`config.mk`:
```
export PLATFORM = sky130hd
export DESIGN_NAME = uhis_top
export DESIGN_NICKNAME = d
export VERILOG_FILES = /design/src/inc/uhis_pkg.sv /design/src/inc/uhis_edge_if.sv /design/src/logic/uhis_top.sv /design/src/logic/uhis_edge_det.sv /design/src/logic/uhis_wrap_cnt.sv
export VERILOG_INCLUDE_DIRS = /design/src /design/src/inc
export SDC_FILE = /design/constraint.sdc
export NUM_CORES = 1
export LEC_CHECK = 0
export ABC_CLOCK_PERIOD_IN_PS = 1660
export BUFFER_PORTS_ARGS = -buffer_cell sky130_fd_sc_hd__buf_2
export CAP_MARGIN = 20
export CORE_ASPECT_RATIO = 2
export CORE_MARGIN = 3
export CORE_UTILIZATION = 40
export DETAILED_ROUTE_END_ITERATION = 10
export PLACE_DENSITY = 0.73
export SLEW_MARGIN = 20
export SYNTH_ARGS = -nofsm -noshare
export SYNTH_HDL_FRONTEND = slang
export SYNTH_HIERARCHICAL = 1
export SYNTH_SLANG_ARGS = --single-unit
```
`constraint.sdc`:
```
create_clock -name MCLK_IN -period 1.66 [get_ports MCLK_IN]
set_clock_uncertainty 0.15 [all_clocks]
set_input_delay 0.166 -clock MCLK_IN [delete_from_list [all_inputs] [get_ports MCLK_IN]]
set_output_delay 0.166 -clock MCLK_IN [all_outputs]
set_load 0.01 [all_outputs]
```
`src/inc/uhis_defines.svh`:
```
`ifndef UHIS_DEFINES_SVH
`define UHIS_DEFINES_SVH

// --------------------------------------------------------------
// Register offsets (byte addresses in the operational window).
// --------------------------------------------------------------
`define UHIS_OFS_CMD_STATUS   8'h08
`define UHIS_OFS_EVT_STATUS   8'h0C
`define UHIS_OFS_IRQ_ENABLE   8'h10
`define UHIS_OFS_IRQ_DISABLE  8'h14

// --------------------------------------------------------------
// Field positions.
// --------------------------------------------------------------
`define UHIS_BIT_GLOBAL_EN    31
`define UHIS_BIT_OWN_CHANGE   30
`define UHIS_BIT_ROOT_PORT    6
`define UHIS_BIT_FRAME_OVF    5
`define UHIS_BIT_FATAL_ERR    4
`define UHIS_BIT_RESUME       3
`define UHIS_BIT_FRAME_START  2
`define UHIS_BIT_DONE_WB      1
`define UHIS_BIT_SCHED_OVR    0
`define UHIS_BIT_OWN_REQ      3
`define UHIS_SOC_LSB          16
`define UHIS_SOC_WIDTH        2

// --------------------------------------------------------------
// Reset values and implemented-bit masks.
// --------------------------------------------------------------
`define UHIS_RESET_WORD       32'h0000_0000
`define UHIS_STATUS_MASK      32'h4000_007F
`define UHIS_ENABLE_MASK      32'hC000_007F

`endif

```
`src/inc/uhis_pkg.sv`:
```
package uhis_pkg;

    // --------------------------------------------------------------
    // Shared types.
    // --------------------------------------------------------------
    typedef logic [31:0] uhis_word_t;
    typedef logic [7:0]  uhis_addr_t;

    // Gate for the done-head writeback path.
    typedef enum logic [0:0] {
        UHIS_WB_OPEN,
        UHIS_WB_HELD
    } uhis_wb_state_t;

endpackage : uhis_pkg

```
`src/inc/uhis_edge_if.sv`:
```
// Carries one level into a detector and its edge pulses back.
interface uhis_edge_if;
    logic level;
    logic rise;
    logic toggle;

    modport det (input level, output rise, output toggle);
    modport src (output level, input rise, input toggle);
endinterface : uhis_edge_if

```
`src/logic/uhis_top.sv`:
```
`include "uhis_defines.svh"

module uhis_top #(
    parameter bit SMI_PRESENT = 1'b1
) (
    // Clock and reset
    input  wire logic                 MCLK_IN,
    input  wire logic                 RST_IN,
    // Register access port
    input  wire uhis_pkg::uhis_addr_t REG_ADDR_IN,
    input  wire logic                 REG_WR_IN,
    input  wire uhis_pkg::uhis_word_t REG_WDATA_IN,
    input  wire logic                 REG_RD_IN,
    output uhis_pkg::uhis_word_t      REG_RDATA_OUT,
    // Event sources on the controller clock
    input  wire logic                 ROOT_CHANGE_IN,
    input  wire logic                 FRAME_MSB_IN,
    input  wire logic                 SHARED_FRAME_UPD_IN,
    input  wire logic                 SYS_ERROR_IN,
    input  wire logic                 RESUME_SIG_IN,
    input  wire logic                 RESUME_STATE_IN,
    input  wire logic                 SOF_TOKEN_IN,
    input  wire logic                 DONE_WB_IN,
    input  wire logic                 SCHED_OVERRUN_IN,
    input  wire logic                 OWN_CHANGE_DONE_IN,
    // Requests and controls
    output logic                      IRQ_OUT,
    output logic                      SMI_OUT,
    output logic                      HALT_OUT,
    output logic                      DONE_WB_ALLOW_OUT,
    output logic                      OWN_REQ_OUT,
    output logic [1:0]                OVERRUN_COUNT_OUT
);
    import uhis_pkg::*;

    // --------------------------------------------------------------
    // Local state.
    // --------------------------------------------------------------
    uhis_word_t     status_q;
    uhis_word_t     status_d;
    uhis_word_t     enable_q;
    uhis_word_t     set_vec;
    uhis_word_t     clr_vec;
    uhis_word_t     rdata_d;
    logic           own_req_q;
    logic           frame_ovf_pend_q;
    logic           sched_ovr_pend_q;
    logic           wr_status;
    logic           wr_enable;
    logic           wr_disable;
    logic           wr_cmd;
    logic           own_req_set;
    logic           frame_toggle;
    logic           resume_rise;
    logic           frame_ovf_set;
    logic           sched_ovr_set;
    logic           qualified;
    uhis_wb_state_t wb_state_q;
    uhis_wb_state_t wb_state_d;
    logic [1:0]     soc_count;

    // --------------------------------------------------------------
    // Helper functions.
    // --------------------------------------------------------------

    // Address match for a write strobe.
    function automatic logic hit(input uhis_addr_t addr,
                                 input uhis_addr_t ofs);
        hit = (addr == ofs);
    endfunction : hit

    // One-hot word with a single bit raised.
    function automatic uhis_word_t bit_word(input int pos,
                                            input logic val);
        uhis_word_t w;
        w = `UHIS_RESET_WORD;
        w[pos] = val;
        bit_word = w;
    endfunction : bit_word

    // --------------------------------------------------------------
    // Edge detectors for level sources.
    // --------------------------------------------------------------
    uhis_edge_if resume_if ();
    uhis_edge_if frame_if ();

    assign resume_if.level = RESUME_SIG_IN;
    assign frame_if.level  = FRAME_MSB_IN;

    uhis_edge_det u_resume_edge (
        .clk_in  (MCLK_IN),
        .rst_in  (RST_IN),
        .edge_io (resume_if.det)
    );

    uhis_edge_det u_frame_edge (
        .clk_in  (MCLK_IN),
        .rst_in  (RST_IN),
        .edge_io (frame_if.det)
    );

    // A resume that software itself started is not a detection.
    assign resume_rise  = resume_if.rise & ~RESUME_STATE_IN;
    assign frame_toggle = frame_if.toggle;

    // --------------------------------------------------------------
    // Overrun counter.
    // --------------------------------------------------------------

    // Counts each overrun even with the flag already set.
    uhis_wrap_cnt #(
        .WIDTH (`UHIS_SOC_WIDTH)
    ) u_overrun_cnt (
        .clk_in    (MCLK_IN),
        .rst_in    (RST_IN),
        .inc_in    (SCHED_OVERRUN_IN),
        .count_out (soc_count)
    );

    // --------------------------------------------------------------
    // Register write decode.
    // --------------------------------------------------------------

    // Writes to unmapped offsets are dropped with no side effect.
    assign wr_status  = REG_WR_IN & hit(REG_ADDR_IN, `UHIS_OFS_EVT_STATUS);
    assign wr_enable  = REG_WR_IN & hit(REG_ADDR_IN, `UHIS_OFS_IRQ_ENABLE);
    assign wr_disable = REG_WR_IN & hit(REG_ADDR_IN, `UHIS_OFS_IRQ_DISABLE);
    assign wr_cmd     = REG_WR_IN & hit(REG_ADDR_IN, `UHIS_OFS_CMD_STATUS);

    // Reserved positions are masked so stray ones have no effect.
    assign clr_vec = wr_status ? (REG_WDATA_IN & `UHIS_STATUS_MASK)
                               : `UHIS_RESET_WORD;

    // Software can only raise the request, never drop it.
    assign own_req_set = wr_cmd & REG_WDATA_IN[`UHIS_BIT_OWN_REQ];

    // --------------------------------------------------------------
    // Ownership request bit.
    // --------------------------------------------------------------

    // Held until the changeover logic reports completion.
    always_ff @(posedge MCLK_IN or posedge RST_IN) begin
        if (RST_IN) begin
            own_req_q <= 1'b0;
        end else if (own_req_set) begin
            own_req_q <= 1'b1;
        end else if (OWN_CHANGE_DONE_IN) begin
            own_req_q <= 1'b0;
        end
    end

    // --------------------------------------------------------------
    // Deferred frame events.
    // --------------------------------------------------------------

    // Overflow and overrun wait for the shared frame number update,
    // so software sees the new frame number before the flag.
    always_ff @(posedge MCLK_IN or posedge RST_IN) begin
        if (RST_IN) begin
            frame_ovf_pend_q <= 1'b0;
        end else if (SHARED_FRAME_UPD_IN) begin
            frame_ovf_pend_q <= 1'b0;
        end else if (frame_toggle) begin
            frame_ovf_pend_q <= 1'b1;
        end
    end

    always_ff @(posedge MCLK_IN or posedge RST_IN) begin
        if (RST_IN) begin
            sched_ovr_pend_q <= 1'b0;
        end else if (SHARED_FRAME_UPD_IN) begin
            sched_ovr_pend_q <= 1'b0;
        end else if (SCHED_OVERRUN_IN) begin
            sched_ovr_pend_q <= 1'b1;
        end
    end

    // Same-cycle event and update still counts.
    assign frame_ovf_set = SHARED_FRAME_UPD_IN &
                           (frame_ovf_pend_q | frame_toggle);
    assign sched_ovr_set = SHARED_FRAME_UPD_IN &
                           (sched_ovr_pend_q | SCHED_OVERRUN_IN);

    // --------------------------------------------------------------
    // Event set vector.
    // --------------------------------------------------------------
    always_comb begin
        set_vec = `UHIS_RESET_WORD;
        // Forced to zero when the management pin is absent.
        set_vec = set_vec | bit_word(`UHIS_BIT_OWN_CHANGE,
                                     own_req_set & SMI_PRESENT);
        set_vec = set_vec | bit_word(`UHIS_BIT_ROOT_PORT,
                                     ROOT_CHANGE_IN);
        set_vec = set_vec | bit_word(`UHIS_BIT_FRAME_OVF,
                                     frame_ovf_set);
        set_vec = set_vec | bit_word(`UHIS_BIT_FATAL_ERR,
                                     SYS_ERROR_IN);
        set_vec = set_vec | bit_word(`UHIS_BIT_RESUME,
                                     resume_rise);
        set_vec = set_vec | bit_word(`UHIS_BIT_FRAME_START,
                                     SOF_TOKEN_IN);
        set_vec = set_vec | bit_word(`UHIS_BIT_DONE_WB,
                                     DONE_WB_IN);
        set_vec = set_vec | bit_word(`UHIS_BIT_SCHED_OVR,
                                     sched_ovr_set);
    end

    // --------------------------------------------------------------
    // Event status register.
    // --------------------------------------------------------------

    // Set wins over a clear in the same cycle so no event is lost.
    // Nothing but RST_IN or a software write-one removes a flag.
    assign status_d = ((status_q & ~clr_vec) | set_vec) &
                      `UHIS_STATUS_MASK;

    always_ff @(posedge MCLK_IN or posedge RST_IN) begin
        if (RST_IN) begin
            status_q <= `UHIS_RESET_WORD;
        end else begin
            status_q <= status_d;
        end
    end

    // --------------------------------------------------------------
    // Interrupt enable register.
    // --------------------------------------------------------------

    // Set-by-one at one offset, clear-by-one at the other.
    always_ff @(posedge MCLK_IN or posedge RST_IN) begin
        if (RST_IN) begin
            enable_q <= `UHIS_RESET_WORD;
        end else if (wr_enable) begin
            enable_q <= enable_q | (REG_WDATA_IN & `UHIS_ENABLE_MASK);
        end else if (wr_disable) begin
            enable_q <= enable_q & ~(REG_WDATA_IN & `UHIS_ENABLE_MASK);
        end
    end

    // --------------------------------------------------------------
    // Interrupt outputs.
    // --------------------------------------------------------------

    // Uses the next status so a cleared flag drops the request on
    // the following edge rather than two edges later.
    assign qualified = enable_q[`UHIS_BIT_GLOBAL_EN] &
                       (|(status_d & enable_q & `UHIS_STATUS_MASK));

    always_ff @(posedge MCLK_IN or posedge RST_IN) begin
        if (RST_IN) begin
            IRQ_OUT <= 1'b0;
        end else begin
            IRQ_OUT <= qualified;
        end
    end

    // The management interrupt ignores the global enable.
    always_ff @(posedge MCLK_IN or posedge RST_IN) begin
        if (RST_IN) begin
            SMI_OUT <= 1'b0;
        end else begin
            SMI_OUT <= SMI_PRESENT &
                       status_d[`UHIS_BIT_OWN_CHANGE] &
                       enable_q[`UHIS_BIT_OWN_CHANGE];
        end
    end

    // --------------------------------------------------------------
    // Fatal error halt.
    // --------------------------------------------------------------

    // Halt follows the flag; it lifts only on RST_IN or when software clears it,
    // which software does after resetting the controller.
    always_ff @(posedge MCLK_IN or posedge RST_IN) begin
        if (RST_IN) begin
            HALT_OUT <= 1'b0;
        end else begin
            HALT_OUT <= status_d[`UHIS_BIT_FATAL_ERR];
        end
    end

    // --------------------------------------------------------------
    // Done-head writeback gate.
    // --------------------------------------------------------------

    // Once a writeback lands the path stays shut until the flag is
    // gone; the list engine must check the allow output first.
    always_comb begin
        wb_state_d = wb_state_q;
        case (wb_state_q)
            UHIS_WB_OPEN: begin
                if (DONE_WB_IN) begin
                    wb_state_d = UHIS_WB_HELD;
                end
            end
            UHIS_WB_HELD: begin
                if (!status_d[`UHIS_BIT_DONE_WB]) begin
                    wb_state_d = UHIS_WB_OPEN;
                end
            end
            default: begin
                wb_state_d = UHIS_WB_OPEN;
            end
        endcase
    end

    always_ff @(posedge MCLK_IN or posedge RST_IN) begin
        if (RST_IN) begin
            wb_state_q <= UHIS_WB_OPEN;
        end else begin
            wb_state_q <= wb_state_d;
        end
    end

    always_ff @(posedge MCLK_IN or posedge RST_IN) begin
        if (RST_IN) begin
            DONE_WB_ALLOW_OUT <= 1'b1;
        end else begin
            DONE_WB_ALLOW_OUT <= (wb_state_d == UHIS_WB_OPEN);
        end
    end

    // --------------------------------------------------------------
    // Command status mirrors.
    // --------------------------------------------------------------
    always_ff @(posedge MCLK_IN or posedge RST_IN) begin
        if (RST_IN) begin
            OWN_REQ_OUT       <= 1'b0;
            OVERRUN_COUNT_OUT <= 2'h0;
        end else begin
            OWN_REQ_OUT       <= own_req_q;
            OVERRUN_COUNT_OUT <= soc_count;
        end
    end

    // --------------------------------------------------------------
    // Register read path.
    // --------------------------------------------------------------

    // Only bits this block owns read back; others read as zero.
    always_comb begin
        rdata_d = `UHIS_RESET_WORD;
        case (REG_ADDR_IN)
            `UHIS_OFS_EVT_STATUS: begin
                rdata_d = status_q;
            end
            `UHIS_OFS_IRQ_ENABLE,
            `UHIS_OFS_IRQ_DISABLE: begin
                rdata_d = enable_q;
            end
            `UHIS_OFS_CMD_STATUS: begin
                rdata_d[`UHIS_BIT_OWN_REQ] = own_req_q;
                rdata_d[`UHIS_SOC_LSB +: `UHIS_SOC_WIDTH] = soc_count;
            end
            default: begin
                rdata_d = `UHIS_RESET_WORD;
            end
        endcase
    end

    // Read data lands one edge after the strobe and then holds.
    always_ff @(posedge MCLK_IN or posedge RST_IN) begin
        if (RST_IN) begin
            REG_RDATA_OUT <= `UHIS_RESET_WORD;
        end else if (REG_RD_IN) begin
            REG_RDATA_OUT <= rdata_d;
        end
    end

endmodule : uhis_top

```
`src/logic/uhis_edge_det.sv`:
```
// Edge detector on a same-clock level; pulses are one cycle wide.
module uhis_edge_det (
    // Clock and reset
    input  wire logic  clk_in,
    input  wire logic  rst_in,
    // Level in, edges out
    uhis_edge_if.det   edge_io
);
    logic prev_q;

    // --------------------------------------------------------------
    // Previous level; reset to low so a level high out of reset
    // counts as a rising edge.
    // --------------------------------------------------------------
    always_ff @(posedge clk_in or posedge rst_in) begin
        if (rst_in) begin
            prev_q <= 1'b0;
        end else begin
            prev_q <= edge_io.level;
        end
    end

    // Edge decode.
    assign edge_io.rise   = edge_io.level & ~prev_q;
    assign edge_io.toggle = edge_io.level ^ prev_q;

endmodule : uhis_edge_det

```
`src/logic/uhis_wrap_cnt.sv`:
```
// Small counter that wraps from all ones back to zero.
module uhis_wrap_cnt #(
    parameter int WIDTH = 2
) (
    // Clock and reset
    input  wire logic             clk_in,
    input  wire logic             rst_in,
    // Count control
    input  wire logic             inc_in,
    output logic [WIDTH-1:0]      count_out
);
    // --------------------------------------------------------------
    // Wrap is the natural modulo of the width; no saturation.
    // --------------------------------------------------------------
    always_ff @(posedge clk_in or posedge rst_in) begin
        if (rst_in) begin
            count_out <= '0;
        end else if (inc_in) begin
            count_out <= count_out + {{(WIDTH-1){1'b0}}, 1'b1};
        end
    end

endmodule : uhis_wrap_cnt

```
==> flow_metrics.py, run 1 <==
metrics = {
    "run_status": {
        "status": "complete, but fails checks",
        "violations": "setup timing",
    },
    "placed_design": {
        "hpwl_mm": 3.312,
        "dpl.cell_count": 304,
        "post-place-ws_ns": -0.3841,
        "place_congestion": 0.8037,
        "dpl-instance-area_mm2": 0.002376,
        "io_buffer_count": 48,
    },
    "clock_network": {
        "htreeDepth": 2,
        "clk_pin_slew_worst_paths_ns": 0.08,
        "cts-root-buf": "clkbuf_8",
        "cts.sinks": 42,
        "clockBufferDepth": 2,
        "cts-buffers-inserted": 5,
        "cts_tree": "built",
        "clk_latency_ns": 0.29,
    },
    "finish": {
        "final_design_area_no_fill_mm2": 0.002703,
        "n_antenna_cell": 0,
        "layout-drive-gt1-share": 0.3846,
        "area_delta_synth_final_pct": 35.25,
        "final_util": 0.5714,
        "final_cells": 328,
        "fillers": 436,
        "nNetsFinal": 328,
    },
    "route": {
        "final_antenna_net_count": 0,
        "wl_per_cell_um": 13.74,
        "firstDrtPassIters": 4,
        "via_count": 1593,
        "drt_iter0_drc": 45,
        "post_drt_via_cell_ratio": 4.857,
        "drc_errors": 0,
        "routed_wl_mm": 4.506,
    },
    "die": {
        "dieArea_mm2": 0.005931,
        "initial_utilization": 0.4225,
        "die_w_um": 55.98,
        "die_y_um": 106.0,
        "rows": 35,
        "core-area_mm2": 0.004730,
        "ios": 93,
    },
    "sta": {
        "grt_setup_unrepaired": "true",
        "setup_viol": 9,
        "hold_viol": 0,
        "fin_crit_ns": 1.723,
        "whs_ns": 0.01149,
        "setup_ws_ns": -0.06293,
        "fin_crit_sh": 1.038,
        "fmax_mhz": 580.4,
        "maxSlewViolCount": 0,
        "setup_tns_ns": -0.2725,
    },
    "worst_setup_path": {
        "path_class": "in -> reg",
        "critPathRequiredTime_ns": 1.68,
        "end_kind": "flip-flop",
        "worst-path-max-fanout": 7,
        "critPathLaunchType": "primary input",
        "arrival_ns": 1.75,
    },
    "grt": {
        "grt_max_degree": 30,
        "antenna_found_initial": 0,
        "grt_most_used_layer": "met2",
        "grt_pass1_wl_mm": 7.562,
        "grt_pass1_vias": 1648,
        "met1_usage": 0.1821,
        "grtUsageMet2": 0.2948,
        "use_met3": 0.02430,
        "track_usage": 0.1621,
        "overflow": 0,
    },
    "power_and_ir_drop": {
        "leakagePower_nw": 1.394,
        "p_per_area_mw_per_mm2": 843.7,
        "p_total_mw": 2.280,
        "peakVddDrop_uv": 624.2,
    },
    "synth": {
        "ys_warn_count": 6,
        "syn_inst": 186,
        "avgSynthCellArea_um2": 10.74,
        "syn_area_mm2": 0.001998,
    },
    "worst_hold_path": {
        "min_path_type": "in -> reg",
    },
    "run": {
        "maxCapViolations": 0,
    },
}
## critical path: stages
cell and delay, ns:
buf_2 0.11, buf_4 0.13, nor3_4 0.29, nand4_1 0.16, a22o_1 0.23, a211o_1 0.26, o41a_1 0.40
## power by group
part | total, mW | switching [mW] | internal [mW]
Sequential | 1.16 | 0.0515 | 1.11
Combinational | 0.337 | 0.175 | 0.162
Clock | 0.785 | 0.335 | 0.450
Total | 2.28 | 0.562 | 1.72
## worst paths after layout
| kind | startpoint | depth (start not counted) | end | slack (ns) |
|---|---|---|---|---|
| max in group asynchronous | RST_IN | 4 | DONE_WB_ALLOW_OUT | 0.48 |
| min in group asynchronous | RST_IN | 3 | u_resume_edge/prev_q | 0.13 |
| min | REG_WDATA_IN[5] | 3 | flip-flop | 0.01 |
| min reg2reg | own_req_q | 0 | OWN_REQ_OUT | 0.26 |
| max reg2reg | u_resume_edge/prev_q | 5 | IRQ_OUT | -0.04 |
| max | REG_ADDR_IN[7] | 7 | IRQ_OUT | -0.06 |
## placed cells by master, fill, tap and decap left out, types with 3 or more instances in the layout
cell            n
buf_4          23
dlygate4sd3_1  10
clkbuf_8        5
dfrtp_1        41
a22oi_1         7
a21oi_1        10
a21o_1          4
a22o_1          3
nand2_1         4
nand4_1         6
nand2_4         4
conb_1         21
mux2_4          8
inv_1          15
nand2_2         4
nor2_1         15
buf_2          47
o21ai_0         5
nand3_1         4
## area by class of cell
class | count | area, µm² | share of cell area
Multi-Input combinational cell | 123 | 849.6 | 0.3144
Sequential cell | 42 | 1052 | 0.3894
Inverter | 16 | 60.06 | 0.02222
Timing Repair Buffer | 84 | 565.5 | 0.2093
Tap cell | 55 | 68.82 | 0.02546
Clock inverter | 1 | 30.03 | 0.01111
Clock buffer | 7 | 76.32 | 0.02824
## timing repair
| action | CTS | global route |
|---|---|---|
| setup endpoints to repair | 9 | 9 |
| gates resized for setup | 11 | 12 |
| gates cloned | 1 | 0 |
| pin swaps | 9 | 7 |
| endpoints found under the hold margin | 25 | 0 |
| hold buffers | 10 | 0 |
| setup buffers | 4 | 1 |
## per-layer routing
metal | part of all wire | vias up
met5 | 0 | -
met4 | 0.021 | 0
li1 | - | 764
met3 | 0.060 | 6
met1 | 0.38 | 759
met2 | 0.54 | 64
No activity file was read; power rests on OpenSTA's default activity.
==> inputs of run 2 (changes only) <==
==> constraint.sdc (replaced) <==
create_clock -name MCLK_IN -period 1.66 [get_ports MCLK_IN]
set_clock_uncertainty 0.15 [all_clocks]
set_input_delay 0.498 -clock MCLK_IN [delete_from_list [all_inputs] [get_ports MCLK_IN]]
set_output_delay 0.498 -clock MCLK_IN [all_outputs]
set_load 0.01 [all_outputs]
==> run 2 against run 1 <==
The flow still finishes with violations (setup timing). Count of clock-buffer cells in the layout unchanged. Flip-flop and latch count unchanged. Cell area is 2.8% higher. Die area unchanged. Wire length up 2.0%. Non-clock buffer count is 3 higher. Utilization is 1.6 points higher. Combinational power grew 4%. Critical path depth unchanged. Total power down 4.3%. First-iteration DRC count fell by 4.4%. Sequential power barely moved. Highest routed layer unchanged.
==> flow_metrics.py, run 2 (same netlist as run 1, synthesis figures left out) <==
metrics = {
    "route": {
        "via_count": 1599,
        "drc_errors": 0,
        "drt_iter0_drc": 43,
        "wl_per_cell_um": 13.88,
        "final_antenna_net_count": 0,
        "firstDrtPassIters": 4,
        "routed_wl_mm": 4.594,
        "post_drt_via_cell_ratio": 4.831,
    },
    "sta": {
        "grt_setup_unrepaired": "true",
        "setup_viol": 19,
        "maxSlewViolCount": 0,
        "hold_viol": 0,
        "fmax_mhz": 494.4,
        "fin_crit_ns": 2.023,
        "fin_crit_sh": 1.218,
        "setup_ws_ns": -0.3626,
    },
    "die": {
        "dieArea_mm2": 0.005931,
        "core-area_mm2": 0.004730,
        "ios": 93,
        "rows": 35,
        "initial_utilization": 0.4225,
        "die_w_um": 55.98,
        "die_y_um": 106.0,
    },
    "clock_network": {
        "htreeDepth": 2,
        "cts_tree": "built",
        "cts-root-buf": "clkbuf_8",
        "cts-buffers-inserted": 5,
        "cts.sinks": 42,
        "clockBufferDepth": 2,
        "clk_latency_ns": 0.29,
        "clk_pin_slew_worst_paths_ns": 0.08,
    },
    "worst_hold_path": {
        "hold_depth": 1,
        "whs_endpoint": "u_resume_edge/prev_q",
        "hold_start": "RESUME_SIG_IN",
        "min_path_type": "in -> reg",
    },
    "worst_setup_path": {
        "critPathRequiredTime_ns": 1.69,
        "critPathLaunchType": "primary input",
        "worstRegToRegCells": 7,
        "arrival_ns": 2.05,
        "end_kind": "flip-flop",
        "ff2ff_setup_slack_ns": -0.13,
        "reg2reg_to": "IRQ_OUT",
        "crit-reg2reg-launch": "u_frame_edge/prev_q",
        "path_class": "in -> reg",
        "worst-path-max-fanout": 5,
    },
    "grt": {
        "grt_max_degree": 30,
        "overflow": 0,
        "antenna_found_initial": 0,
        "track_usage": 0.1644,
        "grt_pass1_vias": 1650,
        "grt_pass1_wl_mm": 7.596,
    },
    "placed_design": {
        "place_congestion": 0.8108,
        "post-place-ws_ns": -0.6988,
        "dpl-instance-area_mm2": 0.002505,
        "io_buffer_count": 48,
        "dpl.cell_count": 318,
        "hpwl_mm": 3.446,
    },
    "power_and_ir_drop": {
        "peakVddDrop_uv": 513.6,
        "p_per_area_mw_per_mm2": 785.3,
        "leakagePower_nw": 1.442,
        "seqPwrFrac": 0.532,
        "power_frac_comb": 0.160,
        "switching_share": 0.2606,
        "power_frac_clock": 0.307,
        "p_sw_uw": 568.4,
        "p_int_mw": 1.613,
        "p_total_mw": 2.181,
    },
    "finish": {
        "n_antenna_cell": 0,
        "final_design_area_no_fill_mm2": 0.002778,
        "final_common_cell": "buf_2",
        "final_cell_mix": "45 x buf_2, 41 x dfrtp_1, 29 x buf_4",
        "layout-drive-gt1-share": 0.4565,
        "fillers": 437,
        "area_delta_synth_final_pct": 39.01,
        "final_cells": 331,
        "nNetsFinal": 331,
    },
    "run_status": {
        "violations": "setup timing",
        "status": "complete, but fails checks",
    },
    "run": {
        "maxCapViolations": 0,
    },
}
run 2: cell count changes in the layout (fill, tap and decap cells not counted), moves of 2 or more:
cell / before / now
nand3_1: 4 / 2
dlygate4sd3_1: 10 / 1
nand2_4: 4 / 6
buf_2: 47 / 45
buf_6: 2 / 9
nand3_2: 0 / 2
buf_4: 23 / 29
run 2: per-stage QoR:
| step | TNS [ns] | utilization | hold WS, ns |
|---|---|---|---|
| 5_1_grt | -5.183 | 0.5873 | 0.1738 |
| 3_3_place_gp | -11.59 | 0.5296 | 0.2122 |
| 3_5_place_dp | -12.64 | 0.5296 | 0.2137 |
| 2_1_floorplan | -8.516 | - | 0.07671 |
| 4_1_cts | -4.324 | 0.5725 | 0.1708 |
| 6_report | -4.046 | 0.5873 | 0.1791 |
run 2: final cells by class:
type / instances / area [µm²] / area share
sequential: 42 / 1052 / 0.3788
timing repair buffer: 87 / 609.3 / 0.2194
tap: 55 / 68.82 / 0.02477
clock buffer: 7 / 86.33 / 0.03108
multi-input combinational: 123 / 895.9 / 0.3225
clock inverter: 1 / 5.005 / 0.001802
inverter: 16 / 60.06 / 0.02162
run 2: power by group through the flow:
stage | logic, mW | clock network, mW | registers, mW
finish | 0.350 | 0.671 | 1.16
global route | 0.384 | 0.725 | 1.18
CTS | 0.346 | 0.690 | 1.16
detailed placement | 0.331 | 0 | 1.18
global placement | 0.325 | 0 | 1.18
floorplan | 0.172 | 0 | 1.19
run 2: layer usage:
layer  wire length [µm]  vias up  share of wire  GRT usage
met2               2601       65           0.57     0.3116
li1                   -      773              -          -
met5                  0        -              0          0
met4                 65        0          0.014    0.07301
met1               1652      757           0.36     0.1728
met3                275        4          0.060    0.02430
run 2: what timing repair did:
| action | in CTS | in global routing |
|---|---|---|
| hold buffers | 1 | 0 |
| resized for setup | 24 | 17 |
| pin swaps | 19 | 5 |
| buffers inserted | 3 | 3 |
| cloned | 1 | 0 |
| hold endpoints to repair | 4 | 0 |
| setup endpoints to repair | 22 | 23 |
run 2: how the worst max path moves through the flow:
stage	startpoint	endpoint	slack (ns)	cells past startpoint
2_1_floorplan	REG_ADDR_IN[5]	flip-flop	-0.70	6
3_3_place_gp	REG_ADDR_IN[7]	flip-flop	-0.65	7
5_1_grt	REG_ADDR_IN[1]	flip-flop	-0.40	7
4_1_cts	REG_ADDR_IN[5]	flip-flop	-0.37	7
6_report	REG_ADDR_IN[1]	flip-flop	-0.36	7
3_5_place_dp	REG_ADDR_IN[7]	flip-flop	-0.70	7
run 2: worst max-delay path, stage by stage:
cell and delay [ns]:
buf_6 0.09, or4_4 0.54, nor4b_4 0.24, and2_4 0.21, buf_8 0.13, nand2_2 0.05
mux2_4 0.29
==> inputs of run 3 (changes only) <==
--- a/config.mk
+++ b/config.mk
@@ -17,5 +17,4 @@
 export SLEW_MARGIN = 20
 export SYNTH_ARGS = -nofsm -noshare
 export SYNTH_HDL_FRONTEND = slang
-export SYNTH_HIERARCHICAL = 1
 export SYNTH_SLANG_ARGS = --single-unit
==> run 3 against run 2 <==
The run still ends with setup timing left. Synthesized cell count shrank 1.6%. Synthesized area up 0.31%. Global-route usage decreased by 0.33 points. Non-clock buffer count fell by 16. Hold slack worse by 0.16 ns. Largest cell class unchanged. Largest power group unchanged.
==> flow_metrics.py, run 3 <==
metrics = {
    "synth": {
        "synth.distinct_cells": 44,
        "synth_top_area_frac": 0.5119,
        "ys_seq_elements": 42,
        "synth_compound_area_frac": 0.1092,
        "avgSynthCellArea_um2": 10.95,
        "synth_common_cells": "41 x dfrtp_1, 21 x buf_4, 21 x nor2_1",
        "synthTopCellsByArea": "dfrtp_1 51%, buf_4 7.9%, mux2_2 3.9%, nor2_1 3.9%, a221oi_1 3.5%",
        "synth.largest_area_cell": "dfrtp_1",
        "syn_area_mm2": 0.002004,
        "post-synth-top-count-cell": "dfrtp_1",
        "synthXorXnorAreaFrac": 0.01311,
        "synth-adder-area-share": 0,
        "ys_warn_count": 0,
        "synth_ff_type": "dfrtp_1",
        "synth_edf_count": 0,
        "yosysSeqAreaShare": 0.5250,
        "synth_top_family_by_area": "simple AND/OR/NAND/NOR gates",
        "syn_inst": 183,
        "muxShareOfSynthArea": 0.05431,
        "synthArstFlopShare": 1.000,
        "synth-simple-area-share": 0.1873,
    },
    "grt": {
        "grt_pass1_wl_mm": 7.431,
        "track_usage": 0.1611,
        "antenna_found_initial": 0,
        "overflow": 0,
        "grt_pass1_vias": 1618,
        "grt_max_degree": 36,
    },
    "finish": {
        "final_design_area_no_fill_mm2": 0.002557,
        "multi_input_area_um2": 857.1,
        "layout-drive-gt1-share": 0.4280,
        "n_antenna_cell": 0,
        "area_delta_synth_final_pct": 27.59,
        "final_util": 0.5407,
        "seq_area_mm2": 0.001052,
        "nNetsFinal": 310,
        "fillers": 419,
        "final_common_cell": "buf_2",
        "final_cell_mix": "44 x buf_2, 41 x dfrtp_1, 21 x conb_1, 21 x buf_4, 20 x nor2_1",
    },
    "worst_hold_path": {
        "min_path_type": "in -> async",
    },
    "run": {
        "maxCapViolations": 0,
    },
    "route": {
        "post_drt_via_cell_ratio": 5.019,
        "firstDrtPassIters": 4,
        "wl_per_cell_um": 14.62,
        "via_count": 1566,
        "routed_wl_mm": 4.562,
        "final_antenna_net_count": 0,
        "drt_iter0_drc": 29,
        "drc_errors": 0,
    },
    "clock_network": {
        "cts-buffers-inserted": 5,
        "cts-root-buf": "clkbuf_8",
        "hold_buffers": 0,
        "clockBufferDepth": 2,
        "htreeDepth": 2,
        "clk_latency_ns": 0.29,
        "clk_pin_slew_worst_paths_ns": 0.08,
        "cts.sinks": 42,
        "cts_tree": "built",
    },
    "die": {
        "die_y_um": 106.1,
        "ios": 93,
        "rows": 35,
        "dieArea_mm2": 0.005948,
        "core-area_mm2": 0.004730,
        "initial_utilization": 0.4238,
        "die_w_um": 56.06,
    },
    "placed_design": {
        "place_congestion": 0.7622,
        "io_buffer_count": 48,
        "dpl-instance-area_mm2": 0.002381,
        "hpwl_mm": 3.540,
        "post-place-ws_ns": -0.4567,
    },
    "sta": {
        "hold_viol": 0,
        "fin_crit_ns": 1.778,
        "grt_setup_unrepaired": "true",
        "fin_crit_sh": 1.071,
        "setup_ws_ns": -0.1184,
        "whs_ns": 0.01415,
        "maxSlewViolCount": 0,
        "setup_viol": 6,
        "fmax_mhz": 562.3,
    },
    "worst_setup_path": {
        "worstRegToRegCells": 5,
        "path_class": "in -> reg",
        "cpPeakStageDelay_ns": 0.32,
        "end_kind": "flip-flop",
        "cp_num_buf_inv": 2,
        "ff2ff_setup_slack_ns": 0,
        "worst-path-max-fanout": 5,
        "critPathLaunchType": "primary input",
        "arrival_ns": 1.80,
        "cpLargestDelayFamily": "compound AO/OA/AOI/OAI gates",
        "crit-reg2reg-launch": "u_resume_edge.prev_q",
        "reg2reg_to": "IRQ_OUT",
        "path_cells": "buf_8 > nor4b_4 > buf_4 > nand4_1 > o2bb2ai_2 > a22o_1 > o31a_1",
        "critPathRequiredTime_ns": 1.68,
        "crit_slowest_cell": "nor4b_4",
    },
    "power_and_ir_drop": {
        "leakagePower_nw": 1.256,
        "peakVddDrop_uv": 513.1,
        "p_total_mw": 2.144,
        "p_per_area_mw_per_mm2": 838.4,
    },
    "run_status": {
        "violations": "setup timing",
        "status": "complete, but fails checks",
    },
}
## run 3: worst max path at each step
stage | start | end | slack, ns | depth (start not counted)
after global placement | REG_ADDR_IN[0] | IRQ_OUT | -0.45 | 7
after CTS | REG_ADDR_IN[4] | IRQ_OUT | -0.12 | 7
final | REG_ADDR_IN[4] | IRQ_OUT | -0.12 | 7
after detailed placement | REG_ADDR_IN[0] | IRQ_OUT | -0.46 | 7
after global routing | REG_ADDR_IN[4] | IRQ_OUT | -0.25 | 6
after floorplan | REG_ADDR_IN[5] | flip-flop | -0.33 | 7
## run 3: what timing repair did
action | in CTS | in global routing
endpoints found under the hold margin | 0 | 0
setup endpoints to repair | 10 | 13
buffers inserted | 1 | 1
gates resized for setup | 11 | 9
gates cloned | 1 | 0
pin swaps | 7 | 4
## run 3: power by group
| group | internal, mW | leakage, nW | switching, mW |
|---|---|---|---|
| combinational | 0.151 | 0.697 | 0.174 |
| sequential | 1.11 | 0.511 | 0.0497 |
| clock | 0.335 | 0.0482 | 0.329 |
## run 3: metal layers
metal  track usage  part of all wire
met3       0.02916             0.056
met2        0.2889              0.55
met4       0.08489             0.030
met1        0.1752              0.36
met5             0                 0
## run 3: layout make-up
type / count / area share
clock buffer: 7 / 0.03376
clock inverter: 1 / 0.001957
inverter: 7 / 0.01027
multi-input combinational: 129 / 0.3351
sequential: 42 / 0.4114
tap: 55 / 0.02691
timing repair buffer: 71 / 0.1805
## run 3: worst reg2reg max path: cells and delay by family, from the launching register on
family	cells	cell delay [ns]
DFF	1	0.36
AOI/OAI and AO/OA	2	0.27
and+or+nand+nor	3	0.83
## run 3: per-stage QoR
| stage | setup TNS [ns] | instances |
|---|---|---|
| final | -0.3174 | 312 |
| after CTS | -0.3649 | 312 |
| after floorplan | -3.098 | 203 |
| after global routing | -0.9727 | 312 |
| after detailed placement | -6.040 | 302 |
| after global placement | -5.420 | 302 |
## run 3: logic make-up after synthesis
logic type	after synthesis
flip-flops	42
other	1
XOR/XNOR	3
AO/OA/AOI/OAI	27
buffers and inverters	33
multiplexers	9
AND/OR/NAND/NOR	68
